File: src/edge_ff_map.svh
// Constants for the edge flip-flop trio: initial-state select codes and the edge-detector reset value.
// Assumes inclusion by bare name from the package and the design file.
`ifndef EDGE_FF_MAP_SVH
`define EDGE_FF_MAP_SVH

// Initial-state select codes
`define INIT_SEL_ZERO    2'h0
`define INIT_SEL_ONE     2'h1
`define INIT_SEL_UNKNOWN 2'h2

// Reset values of the clock-edge detectors
`define EDGE_PREV_RESET  1'h0

`endif

File: src/edge_ff_pkg.sv
// Types shared by the edge flip-flop trio.
// Assumes edge_ff_map.svh is on the include path.
`include "edge_ff_map.svh"

package edge_ff_pkg;

  // Initial-state select, codes 0 to 2
  typedef logic [1:0] init_state_t;

  // Stored state of one element: value plus unknown marker
  typedef struct packed {
    logic unknown;
    logic value;
  } bit_state_t;

  // State loaded at reset from an initial-state select
  function automatic bit_state_t init_state(input init_state_t sel);
    bit_state_t s;
    s.unknown = (sel == `INIT_SEL_UNKNOWN);
    s.value   = (sel == `INIT_SEL_ONE);
    return s;
  endfunction : init_state

  // Output seen now, with asynchronous set and reset overriding the store
  function automatic bit_state_t resolve(input bit_state_t stored, input logic force_one, input logic force_zero);
    bit_state_t s;
    s = stored;
    if (force_one && force_zero)
    begin
      s.unknown = 1'b1;
      s.value   = 1'b0;
    end
    else if (force_one)
    begin
      s.unknown = 1'b0;
      s.value   = 1'b1;
    end
    else if (force_zero)
    begin
      s.unknown = 1'b0;
      s.value   = 1'b0;
    end
    return s;
  endfunction : resolve

endpackage : edge_ff_pkg

File: src/edge_flip_flop_trio.sv
// Three one-bit edge-triggered elements: J/K, toggle and set/reset.
// Assumes every input comes from logic on clk; each element clock is a
// same-domain strobe whose low-to-high change counts as its edge.
//
// Notes on behaviour
// [RQ1] J/K element stores one bit, changing only on its clock rising edge.
// [RQ2] J/K edge: 00 holds, 01 clears, 10 sets, 11 inverts.
// [RQ3] J/K: unknown on non-data inputs makes the output unknown.
// [RQ4] Toggle element inverts its bit on each clock rising edge when toggle high.
// [RQ5] Toggle: unknown on non-toggle inputs makes the output unknown at once.
// [RQ6] Set/reset edge: 10 stores one, 01 zero, 00 holds, 11 unknown.
// [RQ7] Set/reset: unknown on non-s/r inputs makes the output unknown at once.
// [RQ8] Each element has optional asynchronous set and reset; unconnected ones ignored.
// [RQ9] Asynchronous set forces one, asynchronous reset forces zero, no clock needed.
// [RQ10] Each element drives a true output and its inverse.
// [RQ11] Initial-state select 0 to 2, default 0, sets output before any event.

`timescale 1ns/1ps
`include "edge_ff_map.svh"

module edge_flip_flop_trio #(
  parameter edge_ff_pkg::init_state_t JK_INITIAL_STATE_SELECT = `INIT_SEL_ZERO,
  parameter edge_ff_pkg::init_state_t T_INITIAL_STATE_SELECT  = `INIT_SEL_ZERO,
  parameter edge_ff_pkg::init_state_t SR_INITIAL_STATE_SELECT = `INIT_SEL_ZERO,
  parameter bit                       JK_ASYNC_SET_USED       = 1'b1,
  parameter bit                       JK_ASYNC_RESET_USED     = 1'b1,
  parameter bit                       T_ASYNC_SET_USED        = 1'b1,
  parameter bit                       T_ASYNC_RESET_USED      = 1'b1,
  parameter bit                       SR_ASYNC_SET_USED       = 1'b1,
  parameter bit                       SR_ASYNC_RESET_USED     = 1'b1
) (
  input  wire logic clk,
  input  wire logic rst,
  // J/K element
  input  wire logic jk_clock,
  input  wire logic jk_j,
  input  wire logic jk_k,
  input  wire logic jk_async_set,
  input  wire logic jk_async_reset,
  output logic      jk_q,
  output logic      jk_q_n,
  output logic      jk_q_unknown,
  // Toggle element
  input  wire logic t_clock,
  input  wire logic t_toggle,
  input  wire logic t_async_set,
  input  wire logic t_async_reset,
  output logic      t_q,
  output logic      t_q_n,
  output logic      t_q_unknown,
  // Set/reset element
  input  wire logic sr_clock,
  input  wire logic sr_s,
  input  wire logic sr_r,
  input  wire logic sr_async_set,
  input  wire logic sr_async_reset,
  output logic      sr_q,
  output logic      sr_q_n,
  output logic      sr_q_unknown
);

  edge_ff_pkg::bit_state_t jk_stored;
  edge_ff_pkg::bit_state_t t_stored;
  edge_ff_pkg::bit_state_t sr_stored;
  edge_ff_pkg::bit_state_t jk_now;
  edge_ff_pkg::bit_state_t t_now;
  edge_ff_pkg::bit_state_t sr_now;
  logic                    jk_clock_prev;
  logic                    t_clock_prev;
  logic                    sr_clock_prev;
  logic                    jk_edge;
  logic                    t_edge;
  logic                    sr_edge;
  logic                    jk_force_one;
  logic                    jk_force_zero;
  logic                    t_force_one;
  logic                    t_force_zero;
  logic                    sr_force_one;
  logic                    sr_force_zero;

  // Unconnected asynchronous inputs are masked off
  assign jk_force_one  = JK_ASYNC_SET_USED   & jk_async_set;   // RQ8
  assign jk_force_zero = JK_ASYNC_RESET_USED & jk_async_reset; // RQ8
  assign t_force_one   = T_ASYNC_SET_USED    & t_async_set;    // RQ8
  assign t_force_zero  = T_ASYNC_RESET_USED  & t_async_reset;  // RQ8
  assign sr_force_one  = SR_ASYNC_SET_USED   & sr_async_set;   // RQ8
  assign sr_force_zero = SR_ASYNC_RESET_USED & sr_async_reset; // RQ8

  // Element clock edge detectors
  always_ff @(posedge clk or posedge rst)
  begin
    if (rst)
    begin
      jk_clock_prev <= `EDGE_PREV_RESET;
      t_clock_prev  <= `EDGE_PREV_RESET;
      sr_clock_prev <= `EDGE_PREV_RESET;
    end
    else
    begin
      jk_clock_prev <= jk_clock;
      t_clock_prev  <= t_clock;
      sr_clock_prev <= sr_clock;
    end
  end

  assign jk_edge = jk_clock & ~jk_clock_prev; // RQ1
  assign t_edge  = t_clock & ~t_clock_prev;   // RQ4
  assign sr_edge = sr_clock & ~sr_clock_prev;

  // Output seen now: asynchronous inputs act without waiting for an edge
  assign jk_now = edge_ff_pkg::resolve(jk_stored, jk_force_one, jk_force_zero); // RQ9
  assign t_now  = edge_ff_pkg::resolve(t_stored, t_force_one, t_force_zero);    // RQ9
  assign sr_now = edge_ff_pkg::resolve(sr_stored, sr_force_one, sr_force_zero); // RQ9

  // J/K store; an asynchronous force is captured so it holds after release
  always_ff @(posedge clk or posedge rst)
  begin
    if (rst)
    begin
      jk_stored <= edge_ff_pkg::init_state(JK_INITIAL_STATE_SELECT); // RQ11
    end
    else if (jk_force_one || jk_force_zero)
    begin
      jk_stored <= jk_now; // RQ9
    end
    else if (jk_edge) // RQ1
    begin
      unique case ({jk_j, jk_k})
        2'b00:
        begin
          jk_stored <= jk_stored; // RQ2
        end
        2'b01:
        begin
          jk_stored <= '{unknown: 1'b0, value: 1'b0}; // RQ2
        end
        2'b10:
        begin
          jk_stored <= '{unknown: 1'b0, value: 1'b1}; // RQ2
        end
        2'b11:
        begin
          // An unknown bit stays unknown, its value kept low
          if (!jk_stored.unknown)
          begin
            jk_stored <= '{unknown: 1'b0, value: ~jk_stored.value}; // RQ2 RQ3
          end
        end
      endcase
    end
  end

  // Toggle store
  always_ff @(posedge clk or posedge rst)
  begin
    if (rst)
    begin
      t_stored <= edge_ff_pkg::init_state(T_INITIAL_STATE_SELECT); // RQ11
    end
    else if (t_force_one || t_force_zero)
    begin
      t_stored <= t_now; // RQ9
    end
    else if (t_edge && t_toggle && !t_stored.unknown)
    begin
      // An unknown bit is left as it is, value kept low
      t_stored <= '{unknown: 1'b0, value: ~t_stored.value}; // RQ4 RQ5
    end
  end

  // Set/reset store
  always_ff @(posedge clk or posedge rst)
  begin
    if (rst)
    begin
      sr_stored <= edge_ff_pkg::init_state(SR_INITIAL_STATE_SELECT); // RQ11
    end
    else if (sr_force_one || sr_force_zero)
    begin
      sr_stored <= sr_now; // RQ9
    end
    else if (sr_edge)
    begin
      unique case ({sr_s, sr_r})
        2'b00:
        begin
          sr_stored <= sr_stored; // RQ6
        end
        2'b01:
        begin
          sr_stored <= '{unknown: 1'b0, value: 1'b0}; // RQ6
        end
        2'b10:
        begin
          sr_stored <= '{unknown: 1'b0, value: 1'b1}; // RQ6
        end
        2'b11:
        begin
          sr_stored <= '{unknown: 1'b1, value: 1'b0}; // RQ6
        end
      endcase
    end
  end

  // True and inverted outputs; both read low while unknown is flagged
  assign jk_q         = jk_now.value;                          // RQ10
  assign jk_q_n       = ~jk_now.value & ~jk_now.unknown;       // RQ10
  assign jk_q_unknown = jk_now.unknown;                        // RQ3
  assign t_q          = t_now.value;                           // RQ10
  assign t_q_n        = ~t_now.value & ~t_now.unknown;         // RQ10
  assign t_q_unknown  = t_now.unknown;                         // RQ5
  assign sr_q         = sr_now.value;                          // RQ10
  assign sr_q_n       = ~sr_now.value & ~sr_now.unknown;       // RQ10
  assign sr_q_unknown = sr_now.unknown;                        // RQ7

endmodule : edge_flip_flop_trio

File: config.mk
export PLATFORM = sky130hd
export DESIGN_NAME = edge_flip_flop_trio
export DESIGN_NICKNAME = d
export VERILOG_FILES = /design/src/edge_ff_pkg.sv /design/src/edge_flip_flop_trio.sv
export VERILOG_INCLUDE_DIRS = /design/src
export SDC_FILE = /design/constraint.sdc
export NUM_CORES = 1
export LEC_CHECK = 0
export ABC_AREA = 0
export BUFFER_PORTS_ARGS = -buffer_cell sky130_fd_sc_hd__buf_4
export CAP_MARGIN = 20
export CORE_MARGIN = 3
export CORE_UTILIZATION = 29
export CTS_BUF_LIST = sky130_fd_sc_hd__clkbuf_16
export DETAILED_ROUTE_END_ITERATION = 8
export GPL_TIMING_DRIVEN = 0
export MAX_ROUTING_LAYER = met4
export SYNTH_ARGS = -nofsm -noshare
export SYNTH_HDL_FRONTEND = slang
export SYNTH_SLANG_ARGS = --single-unit
File: constraint.sdc
create_clock -name clk -period 2.1 [get_ports clk]
set_input_delay 0 -clock clk [delete_from_list [all_inputs] [get_ports clk]]
set_output_delay 0 -clock clk [all_outputs]
set_load 0.005 [all_outputs]
Yosys cells after proc, flatten, opt, wreduce, memory -nomap -nowiden
Cells that the tools add are included.
{ "word_totals": {"ff_bits": 9, "inputBits": 16, "output_inout_bits": 9, "word_cells": 70} }
{ "op_classes": {"n_eq_ne": 9, "mux": 18, "n_bitwise": 17, "n_reduce_logical": 17} }
{ "ops": {"columns": ["cell", "count"], "rows": [
  ["$mux 2", 16],
  ["$pmux 2 s3", 2],
  ["$not 1->1", 11],
  ["$eq 2x2->1 const B", 4],
  ["$and 1x1->1", 6],
  ["$reduce_bool 2->1", 3],
  ["$logic_and 1x1->1", 5],
  ["$eq 2x1->1 const B", 2],
  ["$logic_not 2->1", 2],
  ["$ne 2x2->1 const B", 2],
  ["$reduce_and 2->1", 2],
  ["$logic_or 1x1->1", 3],
  ["$ne 3x3->1 const B", 1],
  ["$reduce_and 3->1", 1],
  ["$logic_not 1->1", 1]
]} }

Logic depth before layout (Yosys ltp)
Gate-level depths: netlist of run 1.
{ "logic_depth": {"depth_word": 6, "depth_mapped": 4, "mapped_depth_nobuf": 4} }

Worst setup path before layout of run 1
OpenSTA, ideal clock, no wires.
{ "synth_timing": {"path_kind": "register to register", "start": "register jk_clock_prev", "end": "register jk_stored[0] (netlist name)", "setup_time_ns": 0.104, "arrival_time_ns": 0.924, "path_slack_ns": 1.072, "stages_incl_launch_ff": 3, "path_buffers": 0, "cell_sequence": "dfrtp_1 > o31a_1 > o41ai_2"} }
{ "synth_between": {"elab_chain_len": 4} }
{ "synth_rtl": {"columns": ["element", "line_no", "text"], "rows": [
  ["from (decl)", "edge_flip_flop_trio.sv:68", "logic jk_clock_prev;"],
  ["from (signal assigned)", "edge_flip_flop_trio.sv:94", "jk_clock_prev <= `EDGE_PREV_RESET;"],
  ["from (signal assigned)", "edge_flip_flop_trio.sv:100", "jk_clock_prev <= jk_clock;"],
  ["$not 1->1", "edge_flip_flop_trio.sv:106", "assign jk_edge = jk_clock & ~jk_clock_prev;"],
  ["$and 1x1->1", "edge_flip_flop_trio.sv:106", null],
  ["$reduce_bool 2->1 (no source line)", null, null],
  ["$reduce_and 3->1 (no source line)", null, null],
  ["to (signal assigned)", "edge_flip_flop_trio.sv:120", "jk_stored <= edge_ff_pkg::init_state(JK_INITIAL_STATE_SELECT);"],
  ["to (signal assigned)", "edge_flip_flop_trio.sv:124", "jk_stored <= jk_now;"],
  ["to (signal assigned)", "edge_flip_flop_trio.sv:131", "jk_stored <= jk_stored;"],
  ["to (decl)", "edge_flip_flop_trio.sv:62", "edge_ff_pkg::bit_state_t jk_stored;"]
]} }
Every way passes these cells.
A chain may end at the register's enable or synchronous reset.

Final worst setup path of run 1
{ "layout_timing": {"start": "input sr_async_reset", "end": "output sr_q_n"} }
{ "layout_between": {"elab_chain_len": 5, "elab_cells_between_ends": 7} }
{ "layout_rtl": {"columns": ["element", "line_no", "text"], "rows": [
  ["from (decl)", "edge_flip_flop_trio.sv:56", "input wire logic sr_async_reset,"],
  ["$mux 2", "edge_ff_pkg.sv:38", "else if (force_zero)"],
  ["$mux 2", "edge_ff_pkg.sv:33", "else if (force_one)"],
  ["$mux 2 *", "edge_ff_pkg.sv:28", "if (force_one && force_zero)"],
  ["$not 1->1", "edge_flip_flop_trio.sv:213", "assign sr_q_n = ~sr_now.value & ~sr_now.unknown;"],
  ["$and 1x1->1 *", "edge_flip_flop_trio.sv:213", null],
  ["to (decl)", "edge_flip_flop_trio.sv:58", "output logic sr_q_n,"]
]} }
Every way passes the cells marked *; elsewhere a longest branch is shown, timed or not.

==> metrics.md, run 1 <==
| Metric | Value |
|---|---|
| Status | `complete, no violations` |
| Die Wd | `between 40 and 50 um` |
| Count of standard-cell rows | `13` |
| Share of layout cells above drive strength 1 | `around a third` |
| Starting Density | `between 30% and 40%` |
| Setup ws final | `0.839 ns` |
| Clk_lat worst skew | `0.23 ns` |
| Detail Route Antenna Nets | `0` |
| Pwr Density | `roughly 760 nW/um^2` |
| Post-synth top cells | `nor2_1 (15), nand2_1 (10), dfrtp_1 (9)` |
| FF-to-FF End | `jk_stored[0]` |
| Post-DP HPWL | `877 um` |
| Psw | `0.000127 W` |
| FMAX | `about 0.79 GHz` |
| Setup crit start kind | `input pin` |
| Drt total wl | `roughly 1100 um` |
| Worst EP arrival | `approximately 1.3 ns` |
| Leakage | `approximately 0.44 nW` |
| I/O pin cnt | `25` |
| Via count | `roughly 500` |
| Crit-path slowest cell | `dlygate4sd3_1` |
| Post-synthesis cell count | `57` |
| Min-Delay Path Class | `input pin to register` |
| FFs w/ async S/R, synth | `100%` |
| Sequential share of power | `31.1%` |
| Vias per inst | `around 4.7` |
| Vias in the first global route | `491` |
| Post-synthesis sequential area ratio | `between 40 and 50%` |
| Reg2Reg Setup Slack | `a little over 1 ns` |
| Final worst path period share | `about 60%` |
| Tightest Pin Transition | `between 0.3 and 0.4 ns` |
| Slowest stage delay, CP | `0.53 ns` |
| H-tree levels | `1` |
| Hold Vio Cnt, Final | `0` |
| Part of the power in the clock network | `between 50 and 60%` |
| Maximum VDD drop | `around 0.00046 V` |
| Yosys cell types | `18` |
| Clk buf depth | `2` |
| CP max FO | `4` |
| NumNets Final | `109` |
| Final core utilization | `58.2%` |
| Reg2reg start | `jk_clock_prev` |
| Port bufs | `24` |
| Clock root buffer | `clkbuf_16` |
| CTS tree | `built` |
| Largest net degree at the start of global routing | `10` |
| Pwr Total | `about 0.00062 W` |
| Worst Setup End Kind | `output pin` |
| Antenna violations before repair | `0` |
| Count of pins over their slew limit | `0` |
| Final setup vio count | `0` |
| Detailed Route Iter0 Violations | `2` |
| Number of CTS-inserted buffers | `3` |
| Core Area | `1420 um^2` |
| Synthesized cell area | `between 400 and 500 um^2` |
| Post-synth EDFFs | `0` |
| First-pass GRT wire length | `between 1500 and 2000 um` |
| Switch share | `about a fifth` |
| Post-Place Setup Slack | `around 1.0 ns` |
| Top_reg_cell synth | `dfrtp_1` |
| DR WL/cell | `between 10 and 15 um` |
| Warning count from the yosys run | `0` |
| Die ar. | `between 2000 and 2500 um^2` |
| Unrepaired setup endpoints after global routing | `false` |
| Max-Cap Viols | `0` |
| Final estimated routing congestion in global placement | `approximately 0.70` |
| Post-route minimum period | `1.26 ns` |
| Syn nets | `73` |
| Worst Setup Path Type | `input pin to output pin` |
| Worst Reg-to-Reg Cells | `2` |
| Clk pin slew, worst setup/hold paths | `0.04 ns` |
| Top-area cell type share of the netlist area | `approximately 47%` |
| Mapped Avg Cell Area | `about 8.3 um^2` |
| Data required, critical path | `about 2.1 ns` |
| Worst clock skew | `0.000683 ns` |
| Num Clock Sinks | `9` |
| Initial DRT Pass Iterations | `3` |
| Top post-synthesis cells by area | `dfrtp_1 (47%), nor2_1 (12%), nand2_1 (7.9%), o21ai_1 (4.2%), o41ai_2 (3.4%)` |
| Comb pwr share | `about 17%` |
| CP endpoint | `sr_q_n` |
| Internal Pwr Total | `0.000496 W` |
| Flops & latches, synth | `9` |
| GRT Util Overall | `13.0%` |
| Crit path from | `sr_async_reset` |
| Crit-path most repeated cell | `buf_4` |
| Max_slew headroom | `78.0%` |
| # diodes | `0` |
| Final hold slack | `approximately 0.020 ns` |
| Most numerous cell in the Yosys netlist | `nor2_1` |
| # DRC | `0` |
| CP Cell Sequence | `dlygate4sd3_1, buf_4, or2_1, o21ai_1, nor2_1, buf_4` |
| Area leader, netlist | `dfrtp_1` |
| Area Overhead vs Synth | `73.2%` |
| DIE HEIGHT | `46.5 um` |
| Final TNS setup | `0 ns` |
| GR Overflow Total | `0` |
critical path: cells and delay by family:
family                 cells  cell delay, ns
buffers and inverters      3            0.80
AO/OA/AOI/OAI              1            0.17
AND/OR/NAND/NOR            2            0.29
per-stage QoR:
| step | cells | area, um^2 |
|---|---|---|
| after floorplan | 57 | 475 |
| after global placement | 96 | 674 |
| after detailed placement | 96 | 674 |
| after CTS | 107 | 823 |
| after global routing | 107 | 823 |
| final | 107 | 823 |
layout by cell type (no fill, tap or decap):
cell           Yosys  routed
and4_2             1       1
inv_1              3       4
a21oi_1            3       3
o21ai_0            2       2
xor2_1             1       1
o21ai_1            4       4
nor2_1            15      15
o31a_1             1       1
buf_4              0      24
clkbuf_16          0       3
and4bb_1           1       1
or2_1              1       1
a21o_1             1       1
nor2b_1            1       1
o41ai_2            1       1
nand2_1           10      10
dfrtp_1            9       9
dlygate4sd3_1      0       7
and3_1             1       1
and3_2             1       1
and4b_1            1       1
timing repair:
action,in CTS,in global routing
endpoints found under the hold margin,15,0
buffers inserted,0,0
hold buffers,7,0
gates resized for setup,0,0
cells by family (layout without fill, tap and decap cells):
group	after synthesis	in the layout	synth area share (%)
and+or+nand+nor	32	32	32.1
AOI/OAI and AO/OA	12	12	16.3
DFF	9	9	47.4
buffers and inverters	3	38	2.37
xor gates and xnor gates	1	1	1.84
power by group through the flow:
| stage | logic, W | registers [W] | clock network (W) |
|---|---|---|---|
| after global placement | 0.0000935 | 0.000196 | 0 |
| final | 0.000103 | 0.000194 | 0.000326 |
| after floorplan | 0.0000396 | 0.000194 | 0 |
| after CTS | 0.000105 | 0.000194 | 0.000334 |
| after detailed placement | 0.0000945 | 0.000196 | 0 |
| after global routing | 0.000117 | 0.000196 | 0.000346 |
registers in the layout, indices dropped and copies added, names as in the netlist:
| signal | cells |
|---|---|
| jk_stored | 2 |
| sr_stored | 2 |
| sr_clock_prev | 1 |
| t_clock_prev | 1 |
| t_stored | 2 |
| jk_clock_prev | 1 |
metal layers:
layer	track usage, %	up-vias	wire length (um)
met1	14.6	221	455
met3	5.86	2	74
met4	3.41	0	9
met5	-	-	0
met2	20.6	13	577
li1	-	263	-
worst min path at each step:
stage	start	to	depth (start not counted)
4_1_cts	t_async_set	t_stored[0]	3
5_1_grt	t_async_set	t_stored[0]	3
2_1_floorplan	rst	jk_clock_prev	1
6_report	t_async_set	t_stored[0]	3
3_3_place_gp	rst	jk_stored[1]	2
3_5_place_dp	rst	sr_clock_prev	2
layout make-up:
cell class,count,area [um^2]
clock inverters,1,3.75
repair buffers,31,250
flip-flops and latches,9,225
fillers,142,592
inverters,3,11.3
multi-input cells,45,239
clock buffers,3,75.1
well taps,15,18.8
No activity file was read; power rests on OpenSTA's default activity.
==> inputs of run 2 (changes only) <==
ABC_AREA = 1   (was 0)
clock period = 1 ns   (was 2.1 ns; I/O delays follow)
==> run 2 against run 1 <==
Against the previous run: the run now ends with negative setup slack left; sequential share of layout area fell by 2.6 points; count of clock-buffer cells in the layout is the same; non-clock buffer count increased by 2; clock power up 110%; total power grew 120%.
==> metrics.md, run 2 <==
| Metric | Value |
|---|---|
| Multiplexer share of the synthesized area | `0%` |
| Vias in the first global route | `approximately 580` |
| Crit-path most repeated cell | `a21oi_2` |
| Clk pin slew, worst setup/hold paths | `around 0.040 ns` |
| Final estimated routing congestion in global placement | `about 0.8` |
| Starting Density | `between 30% and 40%` |
| Top_reg_cell synth | `dfrtp_1` |
| Largest net degree at the start of global routing | `10` |
| Tightest Pin Transition | `0.350 ns` |
| Area leader, netlist | `dfrtp_1` |
| Most numerous cell in the Yosys netlist | `nand2_1` |
| Share of layout cells above drive strength 1 | `about 38%` |
| Die ar. | `approximately 2300 um^2` |
| Dpl cell area | `around 710 um^2` |
| # diodes | `0` |
| Port bufs | `24` |
| Number of CTS-inserted buffers | `3` |
| Synth Area in Adders | `0%` |
| H-tree levels | `1` |
| Worst clock skew | `between 0.001 and 0.0015 ns` |
| I/O pin cnt | `25` |
| DIE HEIGHT | `between 40 and 50 um` |
| Worst Setup Path Type | `register to output pin` |
| Unrepaired setup endpoints after global routing | `true` |
| Post-route minimum period | `approximately 1.0 ns` |
| Synth Area in Compound Gates | `12.7%` |
| NumNets Final | `approximately 130` |
| CTS tree | `built` |
| Top-area cell type share of the netlist area | `43.9%` |
| Post-synth EDFFs | `0` |
| DR WL/cell | `roughly 9.9 um` |
| Final core utilization | `57.6%` |
| Post-synthesis sequential area ratio | `a little over two fifths` |
| Die Wd | `48.1 um` |
| Post-Place Setup Slack | `about 0.074 ns` |
| Setup ws final | `-0.0435 ns` |
| WP buf/inv | `1` |
| Slowest stage delay, CP | `0.39 ns` |
| Simple-Gate Fraction of Synth Area | `~36%` |
| Pwr Density | `approximately 1500 nW/um^2` |
| Maximum VDD drop | `roughly 0.0011 V` |
| Mapped Avg Cell Area | `6.66 um^2` |
| Drt total wl | `1290 um` |
| Clk buf depth | `2` |
| Warning count from the yosys run | `0` |
| Worst EP arrival | `between 1 and 1.5 ns` |
| Min-Delay Path Class | `input pin to register` |
| Commonest non-fill, non-tap cells in the layout | `buf_4 (27), nand2_1 (23), inv_1 (11)` |
| Initial DRT Pass Iterations | `4` |
| Largest family of logic cells by synthesized area | `simple AND/OR/NAND/NOR gates` |
| Max-Cap Viols | `0` |
| Hold Vio Cnt, Final | `0` |
| Commonest non-fill, non-tap cell in the layout | `buf_4` |
| Post-DP HPWL | `approximately 950 um` |
| Pwr Total | `roughly 0.0014 W` |
| Count of standard-cell rows | `14` |
| Synthesized cell area | `~510 um^2` |
| Core Area | `around 1600 um^2` |
| Top post-synthesis cells by area | `dfrtp_1 (44%), nand2_1 (20%), nor2_1 (8.0%), inv_1 (7.3%), a21oi_1 (6.8%)` |
| Via count | `around 600` |
| CP max FO | `2` |
| Regs by FF count | `jk_stored x2, sr_stored x2, t_stored x2` |
| Final setup vio count | `1` |
| Failing checks | `negative setup slack` |
| GRT Util Overall | `~14%` |
| Post-synthesis cell count | `77` |
| Clk_lat worst skew | `approximately 0.23 ns` |
| Antenna violations before repair | `0` |
| Status | `complete, but fails checks` |
| Yosys cell types | `11` |
| FMAX | `between 0.9 and 1 GHz` |
| Data required, critical path | `1.00 ns` |
| Top delay family on crit path | `flip-flops` |
| Internal Pwr Total | `0.00106 W` |
| Worst Setup End Kind | `output pin` |
| Part of the power in the clock network | `roughly 50%` |
| FFs w/ async S/R, synth | `100%` |
| First-pass GRT wire length | `between 2000 and 2500 um` |
| Area Overhead vs Synth | `77.1%` |
| Detailed Route Iter0 Violations | `11` |
| CP Cell Sequence | `a21oi_2, a21oi_2, nor2_1, buf_4` |
| Flops & latches, synth | `9` |
| Comb pwr share | `19.6%` |
| Post-synth top cells | `nand2_1 (28), nor2_1 (11), inv_1 (10)` |
| GR Overflow Total | `0` |
| Syn nets | `a little over 90` |
| Final worst path period share | `104%` |
| Fin area | `between 900 and 1000 um^2` |
| Clock root buffer | `clkbuf_16` |
| Count of pins over their slew limit | `0` |
| Psw | `a little over 0.0003 W` |
| Vias per inst | `4.68` |
| Num Clock Sinks | `9` |
| Setup crit start kind | `register` |
| Switch share | `~23%` |
| Crit-path slowest cell | `dfrtp_1` |
| Sequential share of power | `30.0%` |
| Detail Route Antenna Nets | `0` |
| # DRC | `0` |
| Max_slew headroom | `~77%` |
| Synth Area in XOR/XNOR | `0%` |
| Leakage | `between 0.4 and 0.5 nW` |
## run 2: routing by layer
layer | part of all wire, % | global-route usage [%]
met5 | 0 | -
met4 | 0.47 | 3.23
met3 | 6.1 | 5.64
met2 | 51 | 24.3
met1 | 42 | 15.3
## run 2: path summary, 6_finish.rpt
| check | cells after the start | slack, ns | start | endpoint |
|---|---|---|---|---|
| max | 4 | -0.04 | t_stored[1] | t_q_n |
| min | 4 | 0.06 | t_async_set | t_stored[0] |
| max reg2reg | 5 | 0.01 | t_stored[1] | t_stored[1] |
| min reg2reg | 2 | 0.52 | jk_stored[0] | jk_stored[0] |
| max in group asynchronous | 3 | 0.45 | rst | t_clock_prev |
| min in group asynchronous | 3 | 0.30 | rst | sr_stored[0] |
## run 2: cell type report
cell class | instances | area, um^2
Clock buffer | 3 | 75.1
Clock inverter | 1 | 3.75
Fill cell | 149 | 668
Inverter | 10 | 37.5
Multi-Input combinational cell | 58 | 280
Sequential cell | 9 | 225
Tap cell | 16 | 20.0
Timing Repair Buffer | 33 | 267
## run 2: power groups by stage
| stage | registers [W] | clock network [W] | logic [W] |
|---|---|---|---|
| finish | 0.000413 | 0.000694 | 0.000269 |
| global route | 0.000416 | 0.000733 | 0.000306 |
| CTS | 0.000411 | 0.000710 | 0.000259 |
| detailed placement | 0.000416 | 0 | 0.000222 |
| global placement | 0.000414 | 0 | 0.000217 |
| floorplan | 0.000411 | 0 | 0.0000974 |
## run 2: tightest hold or removal path, stage by stage
cell     delay, ns
buf_4         0.08
nor2_1        0.03
nand2_1       0.06
o21ai_0       0.07
## run 2: what timing repair did
item	in CTS	in global routing
resized for setup	2	11
setup buffers	4	1
endpoints found under the hold margin	13	0
cloned	0	0
hold buffers	5	0
setup endpoints to repair	3	9
pin swaps	2	6
## run 2: cell families after synthesis
kind of cell,after synthesis
AND/OR/NAND/NOR,45
AO/OA/AOI/OAI,13
buffers and inverters,10
flip-flops,9
## run 2: through the flow
stage / hold slack [ns] / std cells / setup TNS, ns
final: 0.0566 / 130 / -0.0435
after CTS: 0.0621 / 130 / -0.0348
after global placement: -0.00901 / 117 / 0
after floorplan: -0.172 / 77 / 0
after detailed placement: -0.00175 / 117 / 0
after global routing: 0.0882 / 130 / -0.270
==> inputs of run 3 (changes only) <==
clock period = 1.2 ns   (was 1 ns; I/O delays follow)
==> run 3 against run 2 <==
Against the previous run: the flow now finishes without violations; first-iteration DRC count rose by 45%; critical path depth up 2; register-to-register slack better by 0.23 ns; clock power shrank 17%; combinational power is 27% lower; core utilization fell by 4.0 points; count of clock-buffer cells in the layout unchanged; worst setup slack improved by 0.16 ns; non-clock buffer count is 4 lower; worst hold slack improved by 0.0084 ns; wire length decreased by 3.8%; clock skew barely moved.
==> metrics.md, run 3 (same netlist as run 2, synthesis figures left out) <==
| Metric | Value |
|---|---|
| CP max FO | `6` |
| Drt total wl | `roughly 1200 um` |
| Max-Cap Viols | `0` |
| Num Clock Sinks | `9` |
| Pwr Total | `roughly 0.0011 W` |
| GR Overflow Total | `0` |
| Vias in the first global route | `between 500 and 600` |
| Setup crit start kind | `input pin` |
| Min-Delay Path Class | `input pin to register` |
| # diodes | `0` |
| Post-route minimum period | `1.09 ns` |
| Maximum VDD drop | `around 0.00095 V` |
| Port bufs | `24` |
| Clock root buffer | `clkbuf_16` |
| Worst Setup Path Type | `input pin to output pin` |
| Vias per inst | `4.70` |
| First-pass GRT wire length | `roughly 2100 um` |
| Via count | `around 590` |
| Antenna violations before repair | `0` |
| Final estimated routing congestion in global placement | `0.778` |
| Data required, critical path | `about 1.2 ns` |
| DIE HEIGHT | `48.1 um` |
| Count of standard-cell rows | `14` |
| Detail Route Antenna Nets | `0` |
| Commonest non-fill, non-tap cell in the layout | `nand2_1` |
| Number of CTS-inserted buffers | `3` |
| Largest net degree at the start of global routing | `10` |
| Starting Density | `roughly a third` |
| Worst Setup End Kind | `output pin` |
| Area Overhead vs Synth | `64.9%` |
| Reg2reg start | `sr_clock_prev` |
| Worst Reg-to-Reg Cells | `5` |
| Initial DRT Pass Iterations | `4` |
| Crit path from | `t_async_reset` |
| I/O pin cnt | `25` |
| Core Area | `between 1500 and 2000 um^2` |
| Worst clock skew | `0.00155 ns` |
| Hold Vio Cnt, Final | `0` |
| Die Wd | `slightly below 50 um` |
| # DRC | `0` |
| Share of layout cells above drive strength 1 | `between 20% and 30%` |
| Reg2Reg Setup Slack | `around 0.24 ns` |
| Tightest Pin Transition | `around 0.35 ns` |
| Pwr Density | `approximately 1300 nW/um^2` |
| Clk_lat worst skew | `about 0.23 ns` |
| Final core utilization | `a little over half` |
| FF-to-FF End | `sr_stored[1]` |
| Clk buf depth | `2` |
| Status | `complete, no violations` |
| Setup bufs post-CTS | `0` |
| DR WL/cell | `9.84 um` |
| Worst EP arrival | `approximately 1.1 ns` |
| CTS tree | `built` |
| Unrepaired setup endpoints after global routing | `false` |
| Count of pins over their slew limit | `0` |
| GRT Util Overall | `between 10 and 15%` |
| Leakage | `0.467 nW` |
| Commonest non-fill, non-tap cells in the layout | `nand2_1 (28), buf_4 (24), inv_1 (11), nor2_1 (11), dfrtp_1 (9)` |
| Clk pin slew, worst setup/hold paths | `0.04 ns` |
| FMAX | `around 0.92 GHz` |
| Detailed Route Iter0 Violations | `16` |
| Final worst path period share | `between 90% and 100%` |
| Final TNS setup | `0 ns` |
| Post-DP HPWL | `between 900 and 1000 um` |
| Final setup vio count | `0` |
| NumNets Final | `127` |
| Die ar. | `around 2300 um^2` |
| Regs by FF count | `jk_stored x2, sr_stored x2, t_stored x2` |
| CP endpoint | `t_q_n` |
| H-tree levels | `1` |
| Max_slew headroom | `between 70% and 80%` |
[run 3: cell count changes in the layout (fill, tap and decap cells not counted), sizes merged]
cell,change
buf,-4
dlygate4sd3,+1
dlymetal6s4s,-1
[run 3: stage by stage]
step	instance area, um^2	instances	setup WS, ns	hold WS, ns
3_3_place_gp	713	117	0.299	-0.00901
6_report	846	126	0.114	0.0650
4_1_cts	842	126	0.0691	0.0621
2_1_floorplan	513	77	0.369	-0.172
3_5_place_dp	713	117	0.274	-0.00175
5_1_grt	846	126	0.0496	0.0907
[run 3: area by class of cell]
type                            instances  area, um^2
Timing Repair Buffer                   29         230
Fill cell                             160         731
Tap cell                               16        20.0
Clock buffer                            3        75.1
Multi-Input combinational cell         58         254
Inverter                               10        37.5
Clock inverter                          1        3.75
Sequential cell                         9         225
[run 3: worst min path at each step]
stage | start | cells past startpoint | to | slack [ns]
global route | t_async_set | 4 | t_stored[0] | 0.09
global placement | rst | 2 | sr_clock_prev | -0.009
CTS | t_async_set | 4 | t_stored[0] | 0.06
floorplan | rst | 1 | jk_clock_prev | -0.17
detailed placement | rst | 2 | sr_clock_prev | -0.002
finish | t_async_set | 4 | t_stored[0] | 0.06
[run 3: power breakdown]
| group | switching, W | leakage [nW] | internal, W |
|---|---|---|---|
| clock network | 0.000143 | 0.0423 | 0.000435 |
| registers | 0.0000139 | 0.110 | 0.000329 |
| logic | 0.0000924 | 0.315 | 0.000105 |
[run 3: what timing repair did]
action | 4_1_cts | 5_1_grt
hold buffers | 5 | 0
hold endpoints to repair | 13 | 0
endpoints found under the setup margin | 0 | 1
gates resized for setup | 0 | 1
[run 3: worst max-delay path, stage by stage]
cell	delay, ns
dlygate4sd3_1	0.54
buf_4	0.16
a21oi_2	0.12
a21oi_1	0.07
nor2_1	0.09
buf_4	0.11
[run 3: layer usage]
metal	vias to the layer above	global-route usage [%]	wire length, um
met3	2	5.64	92
met2	15	23.0	611
met1	267	14.9	532
met4	0	3.23	4
met5	-	-	0
li1	308	-	-
